==> src/hdl/ttcu_pkg.sv <==
// Operation
// - Timers 0/1 sample count pin once per machine cycle at C4; high-then-low is an edge.
// - Counts update at C3; a detected edge counts in the following machine cycle.
// - Mode register bit 2 / bit 6 select clock or pin counting for timer 0 / 1.
// - Clock counting runs at 1/12 rate when speed bit is zero, 1/4 when one.
// - Mode 0 is 13 bits: high byte plus five low bits; upper low bits ignored.
// - Timers 0/1 count only with run bit set and gate clear or interrupt pin high, except timer 0 high byte and timer 1 while timer 0 is split.
// - Mode 0 rollover from 1FFFh to 0000h sets the overflow flag.
// - Mode 1 equals mode 0 but uses the full 16-bit value.
// - Mode 2 low byte counts; rollover sets flag and reloads from high byte.
// - Mode 3 splits timer 0: low uses timer 0 controls, high uses timer 1 run/flag.
// - Timer 1 in mode 3 freezes; with timer 0 split it free-counts clocks without flag.
// - Timer 2 counts pin edges or divided clock per function bit, gated by run bit.
// - Capture mode is a 16-bit up-counter; FFFFh rollover sets the overflow flag.
// - Capture mode with external enable: pin edge copies count and sets external flag.
// - With clear-on-capture set, the timer 2 count is zeroed after each capture.
// - Up auto-reload: rollover sets flag and reloads; enabled pin edge also reloads.
// - Up/down mode takes direction from external pin level; up overflow reloads.
// - Down count equal to capture loads FFFFh; reloads set flag, toggle external flag.
// - Receive or transmit clock select gives baud mode: reload without overflow flag.
// - Baud mode with external enable: pin falling edge sets external flag and requests.
package ttcu_pkg;

  localparam logic [7:0] ADDR_TIMER_MODE = 8'h00;
  localparam logic [7:0] ADDR_TIMER_CONTROL = 8'h04;
  localparam logic [7:0] ADDR_CLOCK_CONTROL = 8'h08;
  localparam logic [7:0] ADDR_T0_COUNT_LOW = 8'h0C;
  localparam logic [7:0] ADDR_T0_COUNT_HIGH = 8'h10;
  localparam logic [7:0] ADDR_T1_COUNT_LOW = 8'h14;
  localparam logic [7:0] ADDR_T1_COUNT_HIGH = 8'h18;
  localparam logic [7:0] ADDR_T2_CONTROL = 8'h1C;
  localparam logic [7:0] ADDR_T2_MODE = 8'h20;
  localparam logic [7:0] ADDR_T2_CAPTURE_LOW = 8'h24;
  localparam logic [7:0] ADDR_T2_CAPTURE_HIGH = 8'h28;
  localparam logic [7:0] ADDR_T2_COUNT_LOW = 8'h2C;
  localparam logic [7:0] ADDR_T2_COUNT_HIGH = 8'h30;

  localparam logic [7:0] RESET_BYTE = 8'h00;
  localparam logic [15:0] RESET_WORD = 16'h0000;
  localparam logic [15:0] T2_ALL_ONES = 16'hFFFF;
  localparam logic [7:0] BYTE_ALL_ONES = 8'hFF;

  // Machine cycle is four clocks, phases C1..C4
  localparam logic [1:0] PHASE_C3 = 2'h2;
  localparam logic [1:0] PHASE_C4 = 2'h3;
  // Divide-by-12 is one tick every third machine cycle
  localparam logic [1:0] PRESCALE_LAST = 2'h2;

  typedef enum logic [1:0] {MODE_13BIT, MODE_16BIT, MODE_RELOAD8, MODE_SPLIT8} ttcu_mode_e;

  typedef struct packed {
    logic t1Gate;
    logic t1Function;
    ttcu_mode_e t1Mode;
    logic t0Gate;
    logic t0Function;
    ttcu_mode_e t0Mode;
  } ttcu_tmode_s;

  typedef struct packed {
    logic t1OverflowFlag;
    logic t1RunBit;
    logic t0OverflowFlag;
    logic t0RunBit;
    logic [3:0] reserved;
  } ttcu_tctl_s;

  typedef struct packed {
    logic [1:0] reservedHigh;
    logic t2SpeedBit;
    logic t1SpeedBit;
    logic t0SpeedBit;
    logic [2:0] reservedLow;
  } ttcu_clkctl_s;

  typedef struct packed {
    logic t2OverflowFlag;
    logic t2ExternalFlag;
    logic receiveClockSelect;
    logic transmitClockSelect;
    logic t2ExternalEnable;
    logic t2RunBit;
    logic t2FunctionBit;
    logic captureReloadSelect;
  } ttcu_t2ctl_s;

  typedef struct packed {
    logic [5:0] reserved;
    logic clearOnCaptureBit;
    logic upDownEnable;
  } ttcu_t2mode_s;

endpackage : ttcu_pkg

==> src/hdl/ttcu_pin_sampler.sv <==
`timescale 1ns/10ps
module ttcu_pin_sampler
  import ttcu_pkg::*;
(
  input wire logic sys_clk,
  input wire logic reset_n,
  input wire logic [1:0] phase,
  input wire logic pinIn,
  output logic level,
  output logic fallEdge
);

  logic sync1_q, sync2_q;
  logic sample_q, sample_d;
  logic pending_q, pending_d;

  always_comb
  begin
    sample_d = sample_q;
    pending_d = pending_q;
    if (phase == PHASE_C4)
    begin
      sample_d = sync2_q;
      if (sample_q && !sync2_q)
        pending_d = 1'b1;
    end
    if (phase == PHASE_C3)
      pending_d = 1'b0;
  end

  always_ff @(posedge sys_clk)
  begin
    if (!reset_n)
    begin
      sync1_q <= 1'b0;
      sync2_q <= 1'b0;
      sample_q <= 1'b0;
      pending_q <= 1'b0;
    end
    else
    begin
      sync1_q <= pinIn;
      sync2_q <= sync1_q;
      sample_q <= sample_d;
      pending_q <= pending_d;
    end
  end

  assign level = sample_q;
  // Edge seen at C4 acts at C3 of the next machine cycle
  assign fallEdge = pending_q && (phase == PHASE_C3);

endmodule : ttcu_pin_sampler

==> src/hdl/ttcu_top.sv <==
// The register offsets and register access over Wishbone are this design's own decisions.
`timescale 1ns/10ps
module ttcu_top
  import ttcu_pkg::*;
(
  input wire logic sys_clk,
  input wire logic reset_n,
  input wire logic wb_cyc_i,
  input wire logic wb_stb_i,
  input wire logic wb_we_i,
  input wire logic [7:0] wb_adr_i,
  input wire logic [31:0] wb_dat_i,
  input wire logic [3:0] wb_sel_i,
  output logic [31:0] wb_dat_o,
  output logic wb_ack_o,
  input wire logic countPinA,
  input wire logic countPinB,
  input wire logic countPinC,
  input wire logic t2ExternalPin,
  input wire logic extIntPin0,
  input wire logic extIntPin1,
  output logic t0OverflowFlag,
  output logic t1OverflowFlag,
  output logic t2IrqRequest
);

  function automatic logic [8:0] inc8(input logic [7:0] v);
    inc8 = {1'b0, v} + 9'h001;
  endfunction : inc8

  // Returns {overflow, high, low} for one count step in modes 0 to 2
  function automatic logic [16:0] stepT01(input ttcu_mode_e m, input logic [7:0] lo,
                                          input logic [7:0] hi);
    logic [13:0] s13;
    logic [16:0] s16;
    logic [8:0] s8;
    s13 = {1'b0, hi, lo[4:0]} + 14'h0001;
    s16 = {1'b0, hi, lo} + 17'h00001;
    s8 = inc8(lo);
    stepT01 = {1'b0, hi, lo};
    unique case (m)
      MODE_13BIT: stepT01 = {s13[13], s13[12:5], lo[7:5], s13[4:0]};
      MODE_16BIT: stepT01 = s16;
      MODE_RELOAD8: stepT01 = s8[8] ? {1'b1, hi, hi} : {1'b0, hi, s8[7:0]};
      MODE_SPLIT8: stepT01 = {1'b0, hi, lo};
    endcase
  endfunction : stepT01

  function automatic logic regHit(input logic [7:0] adr, input logic [7:0] offset);
    regHit = (adr == offset);
  endfunction : regHit

  ttcu_tmode_s tmode_q, tmode_d;
  ttcu_tctl_s tctl_q, tctl_d;
  ttcu_clkctl_s clkctl_q, clkctl_d;
  ttcu_t2ctl_s t2ctl_q, t2ctl_d;
  ttcu_t2mode_s t2mode_q, t2mode_d;
  logic [7:0] t0Lo_q, t0Lo_d, t0Hi_q, t0Hi_d, t1Lo_q, t1Lo_d, t1Hi_q, t1Hi_d;
  logic [15:0] t2Cap_q, t2Cap_d, t2Cnt_q, t2Cnt_d;
  logic [1:0] phase_q, phase_d, pre_q, pre_d;
  logic ack_q, ack_d, t2Irq_q, t2Irq_d;
  logic [31:0] rdat_q, rdat_d;

  logic edgeA, edgeB, edgeC, edgeEx, levelEx, levelInt0, levelInt1;

  ttcu_pin_sampler u_pin_a (.sys_clk(sys_clk), .reset_n(reset_n), .phase(phase_q),
    .pinIn(countPinA), .level(), .fallEdge(edgeA));
  ttcu_pin_sampler u_pin_b (.sys_clk(sys_clk), .reset_n(reset_n), .phase(phase_q),
    .pinIn(countPinB), .level(), .fallEdge(edgeB));
  ttcu_pin_sampler u_pin_c (.sys_clk(sys_clk), .reset_n(reset_n), .phase(phase_q),
    .pinIn(countPinC), .level(), .fallEdge(edgeC));
  ttcu_pin_sampler u_pin_ex (.sys_clk(sys_clk), .reset_n(reset_n), .phase(phase_q),
    .pinIn(t2ExternalPin), .level(levelEx), .fallEdge(edgeEx));
  ttcu_pin_sampler u_int0 (.sys_clk(sys_clk), .reset_n(reset_n), .phase(phase_q),
    .pinIn(extIntPin0), .level(levelInt0), .fallEdge());
  ttcu_pin_sampler u_int1 (.sys_clk(sys_clk), .reset_n(reset_n), .phase(phase_q),
    .pinIn(extIntPin1), .level(levelInt1), .fallEdge());

  // Bus write lands on the edge where the master sees ack
  logic busReq, busWrite;
  logic [7:0] wbyte;
  assign busReq = wb_cyc_i && wb_stb_i;
  assign busWrite = busReq && ack_q && wb_we_i && wb_sel_i[0];
  assign wbyte = wb_dat_i[7:0];

  // Time base
  logic atC3, div12Tick, clkTick0, clkTick1, clkTick2;
  always_comb
  begin
    phase_d = phase_q + 2'h1;
    pre_d = pre_q;
    if (phase_q == PHASE_C4)
      pre_d = (pre_q == PRESCALE_LAST) ? 2'h0 : pre_q + 2'h1;
  end
  assign atC3 = (phase_q == PHASE_C3);
  assign div12Tick = atC3 && (pre_q == PRESCALE_LAST);
  assign clkTick0 = clkctl_q.t0SpeedBit ? atC3 : div12Tick;
  assign clkTick1 = clkctl_q.t1SpeedBit ? atC3 : div12Tick;
  assign clkTick2 = clkctl_q.t2SpeedBit ? atC3 : div12Tick;

  // Count enables
  logic t0Split, t0Tick, t0HiTick, t1Tick, t2Tick;
  assign t0Split = (tmode_q.t0Mode == MODE_SPLIT8);
  assign t0Tick = tctl_q.t0RunBit && (!tmode_q.t0Gate || levelInt0)
                  && (tmode_q.t0Function ? edgeA : clkTick0);
  assign t0HiTick = t0Split && tctl_q.t1RunBit && clkTick0;
  always_comb
  begin
    if (tmode_q.t1Mode == MODE_SPLIT8)
      t1Tick = 1'b0;
    else if (t0Split)
      t1Tick = clkTick1;
    else
      t1Tick = tctl_q.t1RunBit && (!tmode_q.t1Gate || levelInt1)
               && (tmode_q.t1Function ? edgeB : clkTick1);
  end
  assign t2Tick = t2ctl_q.t2RunBit && (t2ctl_q.t2FunctionBit ? edgeC : clkTick2);

  logic t2Baud, t2UpDown, t2ExtEvent;
  assign t2Baud = t2ctl_q.receiveClockSelect || t2ctl_q.transmitClockSelect;
  assign t2UpDown = !t2Baud && !t2ctl_q.captureReloadSelect && t2mode_q.upDownEnable;
  assign t2ExtEvent = t2ctl_q.t2ExternalEnable && edgeEx;

  always_comb
  begin
    logic [16:0] st;
    logic [8:0] s8;
    logic [16:0] s16;
    logic t0Set, t1Set, tf2Set, exf2Set, exf2Toggle;
    st = 17'h00000;
    s8 = 9'h000;
    s16 = 17'h00000;
    t0Set = 1'b0;
    t1Set = 1'b0;
    tf2Set = 1'b0;
    exf2Set = 1'b0;
    exf2Toggle = 1'b0;
    tmode_d = tmode_q;
    tctl_d = tctl_q;
    clkctl_d = clkctl_q;
    t2ctl_d = t2ctl_q;
    t2mode_d = t2mode_q;
    t0Lo_d = t0Lo_q;
    t0Hi_d = t0Hi_q;
    t1Lo_d = t1Lo_q;
    t1Hi_d = t1Hi_q;
    t2Cap_d = t2Cap_q;
    t2Cnt_d = t2Cnt_q;

    // Timer 0
    if (t0Split)
    begin
      if (t0Tick)
      begin
        s8 = inc8(t0Lo_q);
        t0Lo_d = s8[7:0];
        t0Set = s8[8];
      end
      if (t0HiTick)
      begin
        s8 = inc8(t0Hi_q);
        t0Hi_d = s8[7:0];
        t1Set = s8[8];
      end
    end
    else if (t0Tick)
    begin
      st = stepT01(tmode_q.t0Mode, t0Lo_q, t0Hi_q);
      {t0Set, t0Hi_d, t0Lo_d} = st;
    end

    // Timer 1; flag is owned by timer 0 high byte while split
    if (t1Tick)
    begin
      st = stepT01(tmode_q.t1Mode, t1Lo_q, t1Hi_q);
      {t1Hi_d, t1Lo_d} = st[15:0];
      if (!t0Split)
        t1Set = st[16];
    end

    // Timer 2
    s16 = {1'b0, t2Cnt_q} + 17'h00001;
    if (t2Baud)
    begin
      if (t2Tick)
        t2Cnt_d = s16[16] ? t2Cap_q : s16[15:0];
      exf2Set = t2ExtEvent;
    end
    else if (t2ctl_q.captureReloadSelect)
    begin
      if (t2Tick)
      begin
        t2Cnt_d = s16[15:0];
        tf2Set = s16[16];
      end
      if (t2ExtEvent)
      begin
        t2Cap_d = t2Cnt_q;
        exf2Set = 1'b1;
        if (t2mode_q.clearOnCaptureBit)
          t2Cnt_d = RESET_WORD;
      end
    end
    else if (!t2mode_q.upDownEnable)
    begin
      if (t2Tick)
      begin
        t2Cnt_d = s16[16] ? t2Cap_q : s16[15:0];
        tf2Set = s16[16];
      end
      if (t2ExtEvent)
      begin
        t2Cnt_d = t2Cap_q;
        exf2Set = 1'b1;
      end
    end
    else if (t2Tick)
    begin
      if (levelEx)
      begin
        t2Cnt_d = s16[16] ? t2Cap_q : s16[15:0];
        tf2Set = s16[16];
        exf2Toggle = s16[16];
      end
      else if (t2Cnt_q == t2Cap_q)
      begin
        t2Cnt_d = T2_ALL_ONES;
        tf2Set = 1'b1;
        exf2Toggle = 1'b1;
      end
      else
        t2Cnt_d = t2Cnt_q - 16'h0001;
    end

    // Software writes; counts written by software override a same-cycle step
    if (busWrite)
    begin
      if (regHit(wb_adr_i, ADDR_TIMER_MODE))
        tmode_d = ttcu_tmode_s'(wbyte);
      if (regHit(wb_adr_i, ADDR_TIMER_CONTROL))
        tctl_d = ttcu_tctl_s'({wbyte[7:4], 4'h0});
      if (regHit(wb_adr_i, ADDR_CLOCK_CONTROL))
        clkctl_d = ttcu_clkctl_s'({2'h0, wbyte[5:3], 3'h0});
      if (regHit(wb_adr_i, ADDR_T2_CONTROL))
        t2ctl_d = ttcu_t2ctl_s'(wbyte);
      if (regHit(wb_adr_i, ADDR_T2_MODE))
        t2mode_d = ttcu_t2mode_s'({6'h00, wbyte[1:0]});
      if (regHit(wb_adr_i, ADDR_T0_COUNT_LOW))
        t0Lo_d = wbyte;
      if (regHit(wb_adr_i, ADDR_T0_COUNT_HIGH))
        t0Hi_d = wbyte;
      if (regHit(wb_adr_i, ADDR_T1_COUNT_LOW))
        t1Lo_d = wbyte;
      if (regHit(wb_adr_i, ADDR_T1_COUNT_HIGH))
        t1Hi_d = wbyte;
      if (regHit(wb_adr_i, ADDR_T2_CAPTURE_LOW))
        t2Cap_d[7:0] = wbyte;
      if (regHit(wb_adr_i, ADDR_T2_CAPTURE_HIGH))
        t2Cap_d[15:8] = wbyte;
      if (regHit(wb_adr_i, ADDR_T2_COUNT_LOW))
        t2Cnt_d[7:0] = wbyte;
      if (regHit(wb_adr_i, ADDR_T2_COUNT_HIGH))
        t2Cnt_d[15:8] = wbyte;
    end

    // Hardware sets win over a software clear in the same cycle
    tctl_d.t0OverflowFlag = tctl_d.t0OverflowFlag | t0Set;
    tctl_d.t1OverflowFlag = tctl_d.t1OverflowFlag | t1Set;
    t2ctl_d.t2OverflowFlag = t2ctl_d.t2OverflowFlag | tf2Set;
    t2ctl_d.t2ExternalFlag = (t2ctl_d.t2ExternalFlag ^ exf2Toggle) | exf2Set;

    // External flag cannot request while up/down counting
    t2Irq_d = t2ctl_d.t2OverflowFlag || (t2ctl_d.t2ExternalFlag && !t2UpDown);
  end

  always_comb
  begin
    ack_d = busReq && !ack_q;
    rdat_d = rdat_q;
    if (busReq && !ack_q)
    begin
      rdat_d = 32'h00000000;
      unique case (1'b1)
        regHit(wb_adr_i, ADDR_TIMER_MODE): rdat_d[7:0] = tmode_q;
        regHit(wb_adr_i, ADDR_TIMER_CONTROL): rdat_d[7:0] = tctl_q;
        regHit(wb_adr_i, ADDR_CLOCK_CONTROL): rdat_d[7:0] = clkctl_q;
        regHit(wb_adr_i, ADDR_T0_COUNT_LOW): rdat_d[7:0] = t0Lo_q;
        regHit(wb_adr_i, ADDR_T0_COUNT_HIGH): rdat_d[7:0] = t0Hi_q;
        regHit(wb_adr_i, ADDR_T1_COUNT_LOW): rdat_d[7:0] = t1Lo_q;
        regHit(wb_adr_i, ADDR_T1_COUNT_HIGH): rdat_d[7:0] = t1Hi_q;
        regHit(wb_adr_i, ADDR_T2_CONTROL): rdat_d[7:0] = t2ctl_q;
        regHit(wb_adr_i, ADDR_T2_MODE): rdat_d[7:0] = t2mode_q;
        regHit(wb_adr_i, ADDR_T2_CAPTURE_LOW): rdat_d[7:0] = t2Cap_q[7:0];
        regHit(wb_adr_i, ADDR_T2_CAPTURE_HIGH): rdat_d[7:0] = t2Cap_q[15:8];
        regHit(wb_adr_i, ADDR_T2_COUNT_LOW): rdat_d[7:0] = t2Cnt_q[7:0];
        regHit(wb_adr_i, ADDR_T2_COUNT_HIGH): rdat_d[7:0] = t2Cnt_q[15:8];
        default: rdat_d = 32'h00000000;
      endcase
    end
  end

  always_ff @(posedge sys_clk)
  begin
    if (!reset_n)
    begin
      tmode_q <= ttcu_tmode_s'(RESET_BYTE);
      tctl_q <= ttcu_tctl_s'(RESET_BYTE);
      clkctl_q <= ttcu_clkctl_s'(RESET_BYTE);
      t2ctl_q <= ttcu_t2ctl_s'(RESET_BYTE);
      t2mode_q <= ttcu_t2mode_s'(RESET_BYTE);
      t0Lo_q <= RESET_BYTE;
      t0Hi_q <= RESET_BYTE;
      t1Lo_q <= RESET_BYTE;
      t1Hi_q <= RESET_BYTE;
      t2Cap_q <= RESET_WORD;
      t2Cnt_q <= RESET_WORD;
      phase_q <= 2'h0;
      pre_q <= 2'h0;
      ack_q <= 1'b0;
      rdat_q <= 32'h00000000;
      t2Irq_q <= 1'b0;
    end
    else
    begin
      tmode_q <= tmode_d;
      tctl_q <= tctl_d;
      clkctl_q <= clkctl_d;
      t2ctl_q <= t2ctl_d;
      t2mode_q <= t2mode_d;
      t0Lo_q <= t0Lo_d;
      t0Hi_q <= t0Hi_d;
      t1Lo_q <= t1Lo_d;
      t1Hi_q <= t1Hi_d;
      t2Cap_q <= t2Cap_d;
      t2Cnt_q <= t2Cnt_d;
      phase_q <= phase_d;
      pre_q <= pre_d;
      ack_q <= ack_d;
      rdat_q <= rdat_d;
      t2Irq_q <= t2Irq_d;
    end
  end

  assign wb_ack_o = ack_q;
  assign wb_dat_o = rdat_q;
  assign t0OverflowFlag = tctl_q.t0OverflowFlag;
  assign t1OverflowFlag = tctl_q.t1OverflowFlag;
  assign t2IrqRequest = t2Irq_q;

endmodule : ttcu_top

==> config.mk <==
export PLATFORM = sky130hd
export DESIGN_NAME = ttcu_top
export DESIGN_NICKNAME = d
export VERILOG_FILES = /design/src/hdl/ttcu_pkg.sv /design/src/hdl/ttcu_pin_sampler.sv /design/src/hdl/ttcu_top.sv
export SDC_FILE = /design/constraint.sdc
export NUM_CORES = 1
export LEC_CHECK = 0
export ABC_AREA = 1
export BUFFER_PORTS_ARGS = -buffer_cell sky130_fd_sc_hd__buf_2
export CORE_UTILIZATION = 55
export CTS_CLUSTER_SIZE = 10
export DETAILED_ROUTE_END_ITERATION = 6
export GPL_TIMING_DRIVEN = 0
export PLACE_DENSITY = 0.78
export SETUP_SLACK_MARGIN = 0.02
export SYNTH_ARGS = -nofsm -noshare
export SYNTH_HDL_FRONTEND = slang
export SYNTH_SLANG_ARGS = --single-unit
export TNS_END_PERCENT = 10
==> constraint.sdc <==
create_clock -name sys_clk -period 1.9 [get_ports sys_clk]
set_input_delay 0.38 -clock sys_clk [delete_from_list [all_inputs] [get_ports sys_clk]]
set_output_delay 0.38 -clock sys_clk [all_outputs]
set_load 0.01 [all_outputs]
==> impl_metrics.env, run 1 <==
export IMPL_outcome="complete, but fails checks"
export IMPL_violations="DRC, setup timing"
export IMPL_grt_pass1_wl_mm=59.2
export IMPL_total_power_mw=6.48
export IMPL_worstMarginPinSlew_ns=0.822
export IMPL_netlist_instances=1571
export IMPL_dieWidth_microns=134
export IMPL_io_pins=91
export IMPL_cts_htree_levels=4
export IMPL_core_rowCount=47
export IMPL_fin_area_sq_um=12000
export IMPL_max_cap_violations=0
export IMPL_cts_tree="yes"
export IMPL_p_leak_nw=5.25
export IMPL_synth_compound_area_share_pct=24.9
export IMPL_drive_above_1_share_pct=22.4
export IMPL_die_y_microns=134
export IMPL_yosys_warnings=0
export IMPL_ys_flop_type="dfxtp_1"
export IMPL_n_antenna_cell=0
export IMPL_antenna_found_initial=0
export IMPL_sw_frac_of_total_pct=25.0
export IMPL_hold_class="input port to register"
export IMPL_slew_viol_final=0
export IMPL_synth_edf_count=0
export IMPL_clock_sinks=125
export IMPL_grt_usage_pct=43.3
export IMPL_synthDistinctLibCells=54
export IMPL_final_setup_skew_ns=0.0168
export IMPL_finalHoldViolCount=0
export IMPL_layout_setup_ws_ns=-0.114
export IMPL_pwr_share_seq_pct=40.9
export IMPL_core_area_sq_um=16800
export IMPL_rsz0062_at_grt="true"
export IMPL_pwr_share_clk_pct=53.6
export IMPL_die_area_sq_um=18000
export IMPL_grt_start_max_net_pins=17
export IMPL_post_route_drc_count=3
export IMPL_endpoint_kind="register"
export IMPL_routedWlPerCell_microns=20.5
export IMPL_grt_pass1_vias=10600
export IMPL_syn_area_per_cell_sq_um=6.12
export IMPL_final_antenna_net_count=0
export IMPL_drtPass1Iterations=7
export IMPL_cts_buffers=17
export IMPL_p_comb_share_pct=5.5
export IMPL_gr_total_overflow=0
export IMPL_arrival_ns=2.30
export IMPL_cts_hold_buf=0
export IMPL_synthMuxAreaShare_pct=0
export IMPL_fin_crit_sh_pct=106
export IMPL_ir_drop_uv=696
export IMPL_cts_root_buf="clkbuf_16"
export IMPL_period_minus_slack_ns=2.01
export IMPL_synth_top_family_by_area="simple AND/OR/NAND/NOR gates"
export IMPL_async_flop_share_pct=0
export IMPL_area_delta_synth_final_pct=24.3
export IMPL_fillCellCount=1523
export IMPL_dpl_cell_area_sq_um=10200
export IMPL_gp_congestion=1.07
export IMPL_num_nets_final=1776
export IMPL_critPathKind="register to register"
export IMPL_layout_commonest_cell="nand2_1"
export IMPL_clk_pin_slew_worst_paths_ns=0.07
export IMPL_vias=12100
export IMPL_final_cell_mix="nand2_1 (325), a21oi_1 (161), inv_1 (159)"
export IMPL_vias_per_cell=6.21
export IMPL_crit_required_ns=2.18
export IMPL_fmax_mhz=496
export IMPL_synth_xor_xnor_area_share_pct=2.09
export IMPL_insertion_delay_ns=0.43
export IMPL_clock_path_buffers=2
export IMPL_finalWirelength_mm=39.8
export IMPL_intPower_mw=4.86
export IMPL_ys_seq_area_share_pct=26.0
export IMPL_power_density_nw_per_um2=542
export IMPL_path_max_fanout=6
export IMPL_first_iter_violations=1914
export IMPL_hpwlAfterDp_mm=28.1
export IMPL_io_buffers=39
export IMPL_synthAdderAreaFrac_pct=1.30
export IMPL_netlist_area_sq_um=9620
export IMPL_final_setup_viol_count=40
export IMPL_floorplan_initialDensity_pct=57.2
export IMPL_cp_start_kind="register"
export IMPL_synth_seq_cells=125
export IMPL_p_switching_mw=1.62
export IMPL_slew_headroom_pct=45.2
export IMPL_synthSimpleGateAreaFrac_pct=32.6
-- layout make-up --
class | count | area (sq um) | share of cell area, %
Buffer | 81 | 598 | 5.00
Clock buffer | 18 | 439 | 3.67
Clock inverter | 14 | 183 | 1.53
Inverter | 198 | 790 | 6.60
Multi-Input combinational cell | 1187 | 6390 | 53.5
Sequential cell | 125 | 2550 | 21.3
Tap cell | 220 | 275 | 2.30
Timing Repair Buffer | 101 | 733 | 6.13
-- cell usage after synthesis (2+ instances only) --
cell / number / area (sq um)
nor4_1: 2 / 12.5
clkbuf_1: 20 / 75.1
o21ai_2: 2 / 17.5
nor2_1: 126 / 473
nor3_2: 4 / 40.0
buf_2: 19 / 95.1
a22oi_1: 6 / 45.0
o21ai_0: 139 / 696
a31oi_1: 15 / 93.8
o211ai_1: 4 / 30.0
buf_4: 39 / 293
a21boi_0: 2 / 15.0
nor3_1: 14 / 70.1
nor2_4: 9 / 101
buf_6: 2 / 22.5
buf_1: 3 / 11.3
o221ai_1: 3 / 26.3
clkinv_1: 3 / 11.3
nand3_1: 127 / 636
inv_1: 175 / 657
nand3b_1: 2 / 15.0
inv_2: 19 / 71.3
xor2_1: 23 / 201
nand2_2: 20 / 125
ha_1: 10 / 125
o22ai_1: 30 / 188
dfxtp_1: 125 / 2500
o31ai_1: 2 / 15.0
nand4_1: 24 / 150
o21ai_1: 16 / 80.1
nand2_1: 347 / 1300
a21oi_1: 173 / 866
a211oi_1: 18 / 135
a21oi_2: 6 / 52.6
o2111ai_1: 6 / 52.6
nand3_2: 4 / 40.0
a221oi_1: 3 / 26.3
o21a_1: 2 / 15.0
nor2_2: 12 / 75.1
-- per-layer routing --
metal / vias to the layer above / part of all wire, % / wire length, microns / global-route usage, %
met5: - / 0 / 0 / 0
met4: 0 / 8.2 / 3250 / 29.8
met3: 230 / 12 / 4690 / 10.6
met2: 918 / 43 / 17100 / 66.3
met1: 5407 / 37 / 14700 / 53.5
li1: 5510 / - / - / -
-- power by group through the flow --
stage | Sequential (mW) | Combinational, mW | Clock, mW
after floorplan | 2.71 | 0.184 | 0
after global placement | 2.72 | 0.319 | 0
after detailed placement | 2.72 | 0.321 | 0
after CTS | 2.66 | 0.336 | 3.49
after global routing | 2.65 | 0.375 | 3.59
final | 2.65 | 0.354 | 3.48
-- flip-flops by register name, summed over array words and instances (netlist names), 2 cells and up --
signal and count:
wb_dat_o 8, t1Hi_q 8, tmode_q 8, t0Hi_q 8, phase_q 2, tctl_q 2
t2Cap_q 16, t2ctl_q 8, t0Lo_q 8, pre_q 2, t2Cnt_q 16, t1Lo_q 8
t2mode_q 2, clkctl_q 3
-- logic make-up after synthesis --
family                   after synthesis
adder cells (fa/ha/maj)               10
XOR/XNOR                              23
AO/OA/AOI/OAI                        431
other                                  1
flip-flops                           125
buffers and inverters                282
AND/OR/NAND/NOR                      699
-- metrics by stage --
step / setup WS [ns] / hold slack [ns] / instances / utilization [%] / setup TNS, ns
2_1_floorplan: 0.0535 / 0.390 / 1594 / - / 0
3_3_place_gp: -0.627 / 0.392 / 1853 / 60.5 / -23.90
3_5_place_dp: -0.632 / 0.400 / 1853 / 60.5 / -23.89
4_1_cts: -0.0342 / 0.133 / 1912 / 67.6 / -0.206
5_1_grt: -0.280 / 0.143 / 1944 / 71.1 / -7.83
6_report: -0.114 / 0.137 / 1944 / 71.1 / -2.13
-- critical path, cell delays in order, from the launching register on --
cell      delay (ns)
dfxtp_2         0.32
inv_2           0.06
ha_4            0.17
inv_1           0.11
nor3_4          0.27
inv_2           0.13
nor3_4          0.22
buf_12          0.16
buf_2           0.15
o21ai_0         0.09
a21oi_1         0.13
a211oi_1        0.05
-- path summary, 6_finish.rpt --
check / startpoint / endpoint / slack [ns] / depth (start not counted)
worst min-delay path: countPinB / u_pin_b.sync1_q / 0.14 / 3
worst max register to register: phase_q[0] / t2Cap_q[3] / -0.11 / 11
worst min register to register: u_pin_a.sync1_q / u_pin_a.sync2_q / 0.41 / 2
worst max-delay path: phase_q[0] / t2Cap_q[3] / -0.11 / 11
-- repair_timing --
item	4_1_cts	5_1_grt
setup endpoints to repair	72	71
buffers inserted	28	32
pin swaps	14	30
resized for setup	111	91
cloned	1	1
hold endpoints to repair	0	0
Power figures use the tool's default switching activity.
==> inputs of run 2 (changes only) <==
--- a/config.mk
+++ b/config.mk
@@ -10,8 +10,9 @@
 export CORE_UTILIZATION = 55
 export CTS_CLUSTER_SIZE = 10
 export DETAILED_ROUTE_END_ITERATION = 6
+export GPL_ROUTABILITY_DRIVEN = 0
 export GPL_TIMING_DRIVEN = 0
-export PLACE_DENSITY = 0.78
+export PLACE_DENSITY = 0.87
 export SETUP_SLACK_MARGIN = 0.02
 export SYNTH_ARGS = -nofsm -noshare
 export SYNTH_HDL_FRONTEND = slang
==> run 2 against run 1 <==
Combinational power up 2%. Maximum frequency down 6.2%. First-iteration DRC count up 41%. Via count up 6.2%. Non-clock buffer count up 8. Wire length up 0.51%. Critical path depth up 3. Largest power group unchanged. Die area unchanged. Clock skew down 0.0079 ns. The flow still finishes with violations (DRC, setup timing).
==> impl_metrics.env, run 2 (synthesis results as in run 1) <==
export IMPL_crit_required_ns=2.25
export IMPL_r2r_setup_slack_ns=-0.25
export IMPL_post_place_ws_ns=-0.437
export IMPL_cts_htree_levels=4
export IMPL_r2r_end="t2Cnt_q[8]"
export IMPL_num_nets_final=1784
export IMPL_core_area_sq_um=16800
export IMPL_post_route_drc_count=106
export IMPL_startpoint="t2Cap_q[4]"
export IMPL_path_max_fanout=8
export IMPL_vias=12800
export IMPL_drive_above_1_share_pct=24.0
export IMPL_slew_headroom_pct=41.6
export IMPL_worstMarginPinSlew_ns=0.876
export IMPL_clock_sinks=125
export IMPL_p_comb_share_pct=5.4
export IMPL_cts_root_buf="clkbuf_16"
export IMPL_grt_usage_pct=40.8
export IMPL_path_depth=14
export IMPL_cts_tree="yes"
export IMPL_io_buffers=39
export IMPL_first_iter_violations=2707
export IMPL_hold_class="input port to register"
export IMPL_tns_ns=-2.61
export IMPL_drtPass1Iterations=7
export IMPL_clock_path_buffers=2
export IMPL_io_pins=91
export IMPL_fillCellCount=1243
export IMPL_r2r_start="t2Cap_q[4]"
export IMPL_multi_input_area_sq_um=6520
export IMPL_intPower_mw=5.14
export IMPL_worst_path_buf_inv=2
export IMPL_gr_total_overflow=0
export IMPL_final_setup_skew_ns=0.00888
export IMPL_grt_pass1_wl_mm=57.2
export IMPL_layout_commonest_cell="nand2_1"
export IMPL_finalWirelength_mm=40.0
export IMPL_grt_pass1_vias=11100
export IMPL_clk_pin_slew_worst_paths_ns=0.06
export IMPL_critPathTopFamily="simple AND/OR/NAND/NOR gates"
export IMPL_final_antenna_net_count=0
export IMPL_hpwlAfterDp_mm=25.5
export IMPL_max_cap_violations=0
export IMPL_floorplan_initialDensity_pct=57.2
export IMPL_slew_viol_final=0
export IMPL_fmax_mhz=466
export IMPL_layout_setup_ws_ns=-0.246
export IMPL_dieWidth_microns=134
export IMPL_p_switching_mw=1.55
export IMPL_grt_start_max_net_pins=17
export IMPL_area_delta_synth_final_pct=26.8
export IMPL_power_density_nw_per_um2=549
export IMPL_cp_start_kind="register"
export IMPL_vias_per_cell=6.56
export IMPL_cpPeakStageDelay_ns=0.42
export IMPL_fin_crit_sh_pct=113
export IMPL_outcome="complete, but fails checks"
export IMPL_final_cell_mix="nand2_1 (323), inv_1 (161), a21oi_1 (153)"
export IMPL_core_rowCount=47
export IMPL_critPathKind="register to register"
export IMPL_pwr_share_clk_pct=54.9
export IMPL_ff_latch_area_sq_um=2550
export IMPL_whs_ns=0.143
export IMPL_routedWlPerCell_microns=20.5
export IMPL_n_antenna_cell=0
export IMPL_top_regs="t2Cap_q (16), t2Cnt_q (16)"
export IMPL_endpoint="t2Cnt_q[8]"
export IMPL_final_setup_viol_count=48
export IMPL_arrival_ns=2.50
export IMPL_worst_r2r_cell_count=14
export IMPL_crit_slowest_cell="dfxtp_1"
export IMPL_die_y_microns=134
export IMPL_cts_buffers=17
export IMPL_rsz0062_at_grt="true"
export IMPL_period_minus_slack_ns=2.15
export IMPL_endpoint_kind="register"
export IMPL_path_cells="inv_1 -> nand2_1 -> nand2_1 -> nor2_1 -> nand2_1 -> nor2_2 -> nand2_2 -> nand2_4 -> inv_8 -> nand4_1 -> nand3_2 -> nand2_2 -> nand2_2 -> a21oi_4"
export IMPL_utilization_pct=72.5
export IMPL_finalHoldViolCount=0
export IMPL_sw_frac_of_total_pct=23.2
export IMPL_antenna_found_initial=0
export IMPL_ir_drop_uv=601
export IMPL_pwr_share_seq_pct=39.7
export IMPL_die_area_sq_um=18000
export IMPL_insertion_delay_ns=0.42
export IMPL_p_leak_nw=5.30
export IMPL_violations="DRC, setup timing"
## run 2: cell count changes in the layout (fill, tap and decap cells not counted), sizes merged
| cell | before | now |
|---|---|---|
| buf | 163 | 170 |
| bufinv | 3 | 5 |
| inv | 192 | 190 |
| clkinv | 8 | 7 |
| clkinvlp | 9 | 7 |
| clkbuf | 36 | 40 |
## run 2: power by group through the flow
| stage | clock, mW | sequential, mW | combinational, mW |
|---|---|---|---|
| after floorplan | 0 | 2.71 | 0.184 |
| after global placement | 0 | 2.72 | 0.309 |
| after detailed placement | 0 | 2.72 | 0.315 |
| after CTS | 3.63 | 2.66 | 0.324 |
| after global routing | 3.76 | 2.66 | 0.375 |
| final | 3.67 | 2.66 | 0.362 |
## run 2: per-layer routing
layer,wire [microns],track usage (%)
met1,13500,50.6
met2,16100,59.7
met5,0,0
met4,3660,28.9
met3,6710,12.8
## run 2: worst min-delay path by stage
stage                               start  slack, ns               to  cells past startpoint
final                           countPinB       0.14  u_pin_b.sync1_q                      3
after global routing            countPinA       0.14  u_pin_a.sync1_q                      3
after CTS                       countPinB       0.14  u_pin_b.sync1_q                      3
after detailed placement   u_int1.sync1_q       0.40   u_int1.sync2_q                      2
after global placement    u_pin_a.sync1_q       0.39  u_pin_a.sync2_q                      2
after floorplan            u_int0.sync1_q       0.39   u_int0.sync2_q                      2
## run 2: metrics by stage
stage               instance area, sq um  std cells  power [mW]
floorplan                           9710       1594        2.90
global placement                   10200       1853        3.03
detailed placement                 10200       1853        3.03
CTS                                11500       1915        6.62
global route                       12200       1952        6.79
finish                             12200       1952        6.69
## run 2: worst register-to-register path, cell delays in order, from the launching register on
cell     delay (ns)
dfxtp_1        0.42
inv_1          0.15
nand2_1        0.09
nand2_1        0.07
nor2_1         0.13
nand2_1        0.12
nor2_2         0.14
nand2_2        0.10
nand2_4        0.13
inv_8          0.07
nand4_1        0.17
nand3_2        0.10
nand2_2        0.09
nand2_2        0.12
a21oi_4        0.18
## run 2: repair_timing
action / 4_1_cts / 5_1_grt
pin swaps: 26 / 37
hold buffers: 0 / 0
cloned: 1 / 1
buffers inserted: 31 / 36
endpoints found under the setup margin: 69 / 74
resized for setup: 113 / 132
hold endpoints to repair: 0 / 0
## run 2: area by class of cell
class / instances / area share [%]
buffer: 82 / 5.02
clock buffer: 21 / 3.78
clock inverter: 11 / 1.55
inverter: 198 / 6.52
multi-input combinational: 1187 / 53.4
sequential: 125 / 20.9
tap: 220 / 2.26
timing repair buffer: 108 / 6.58
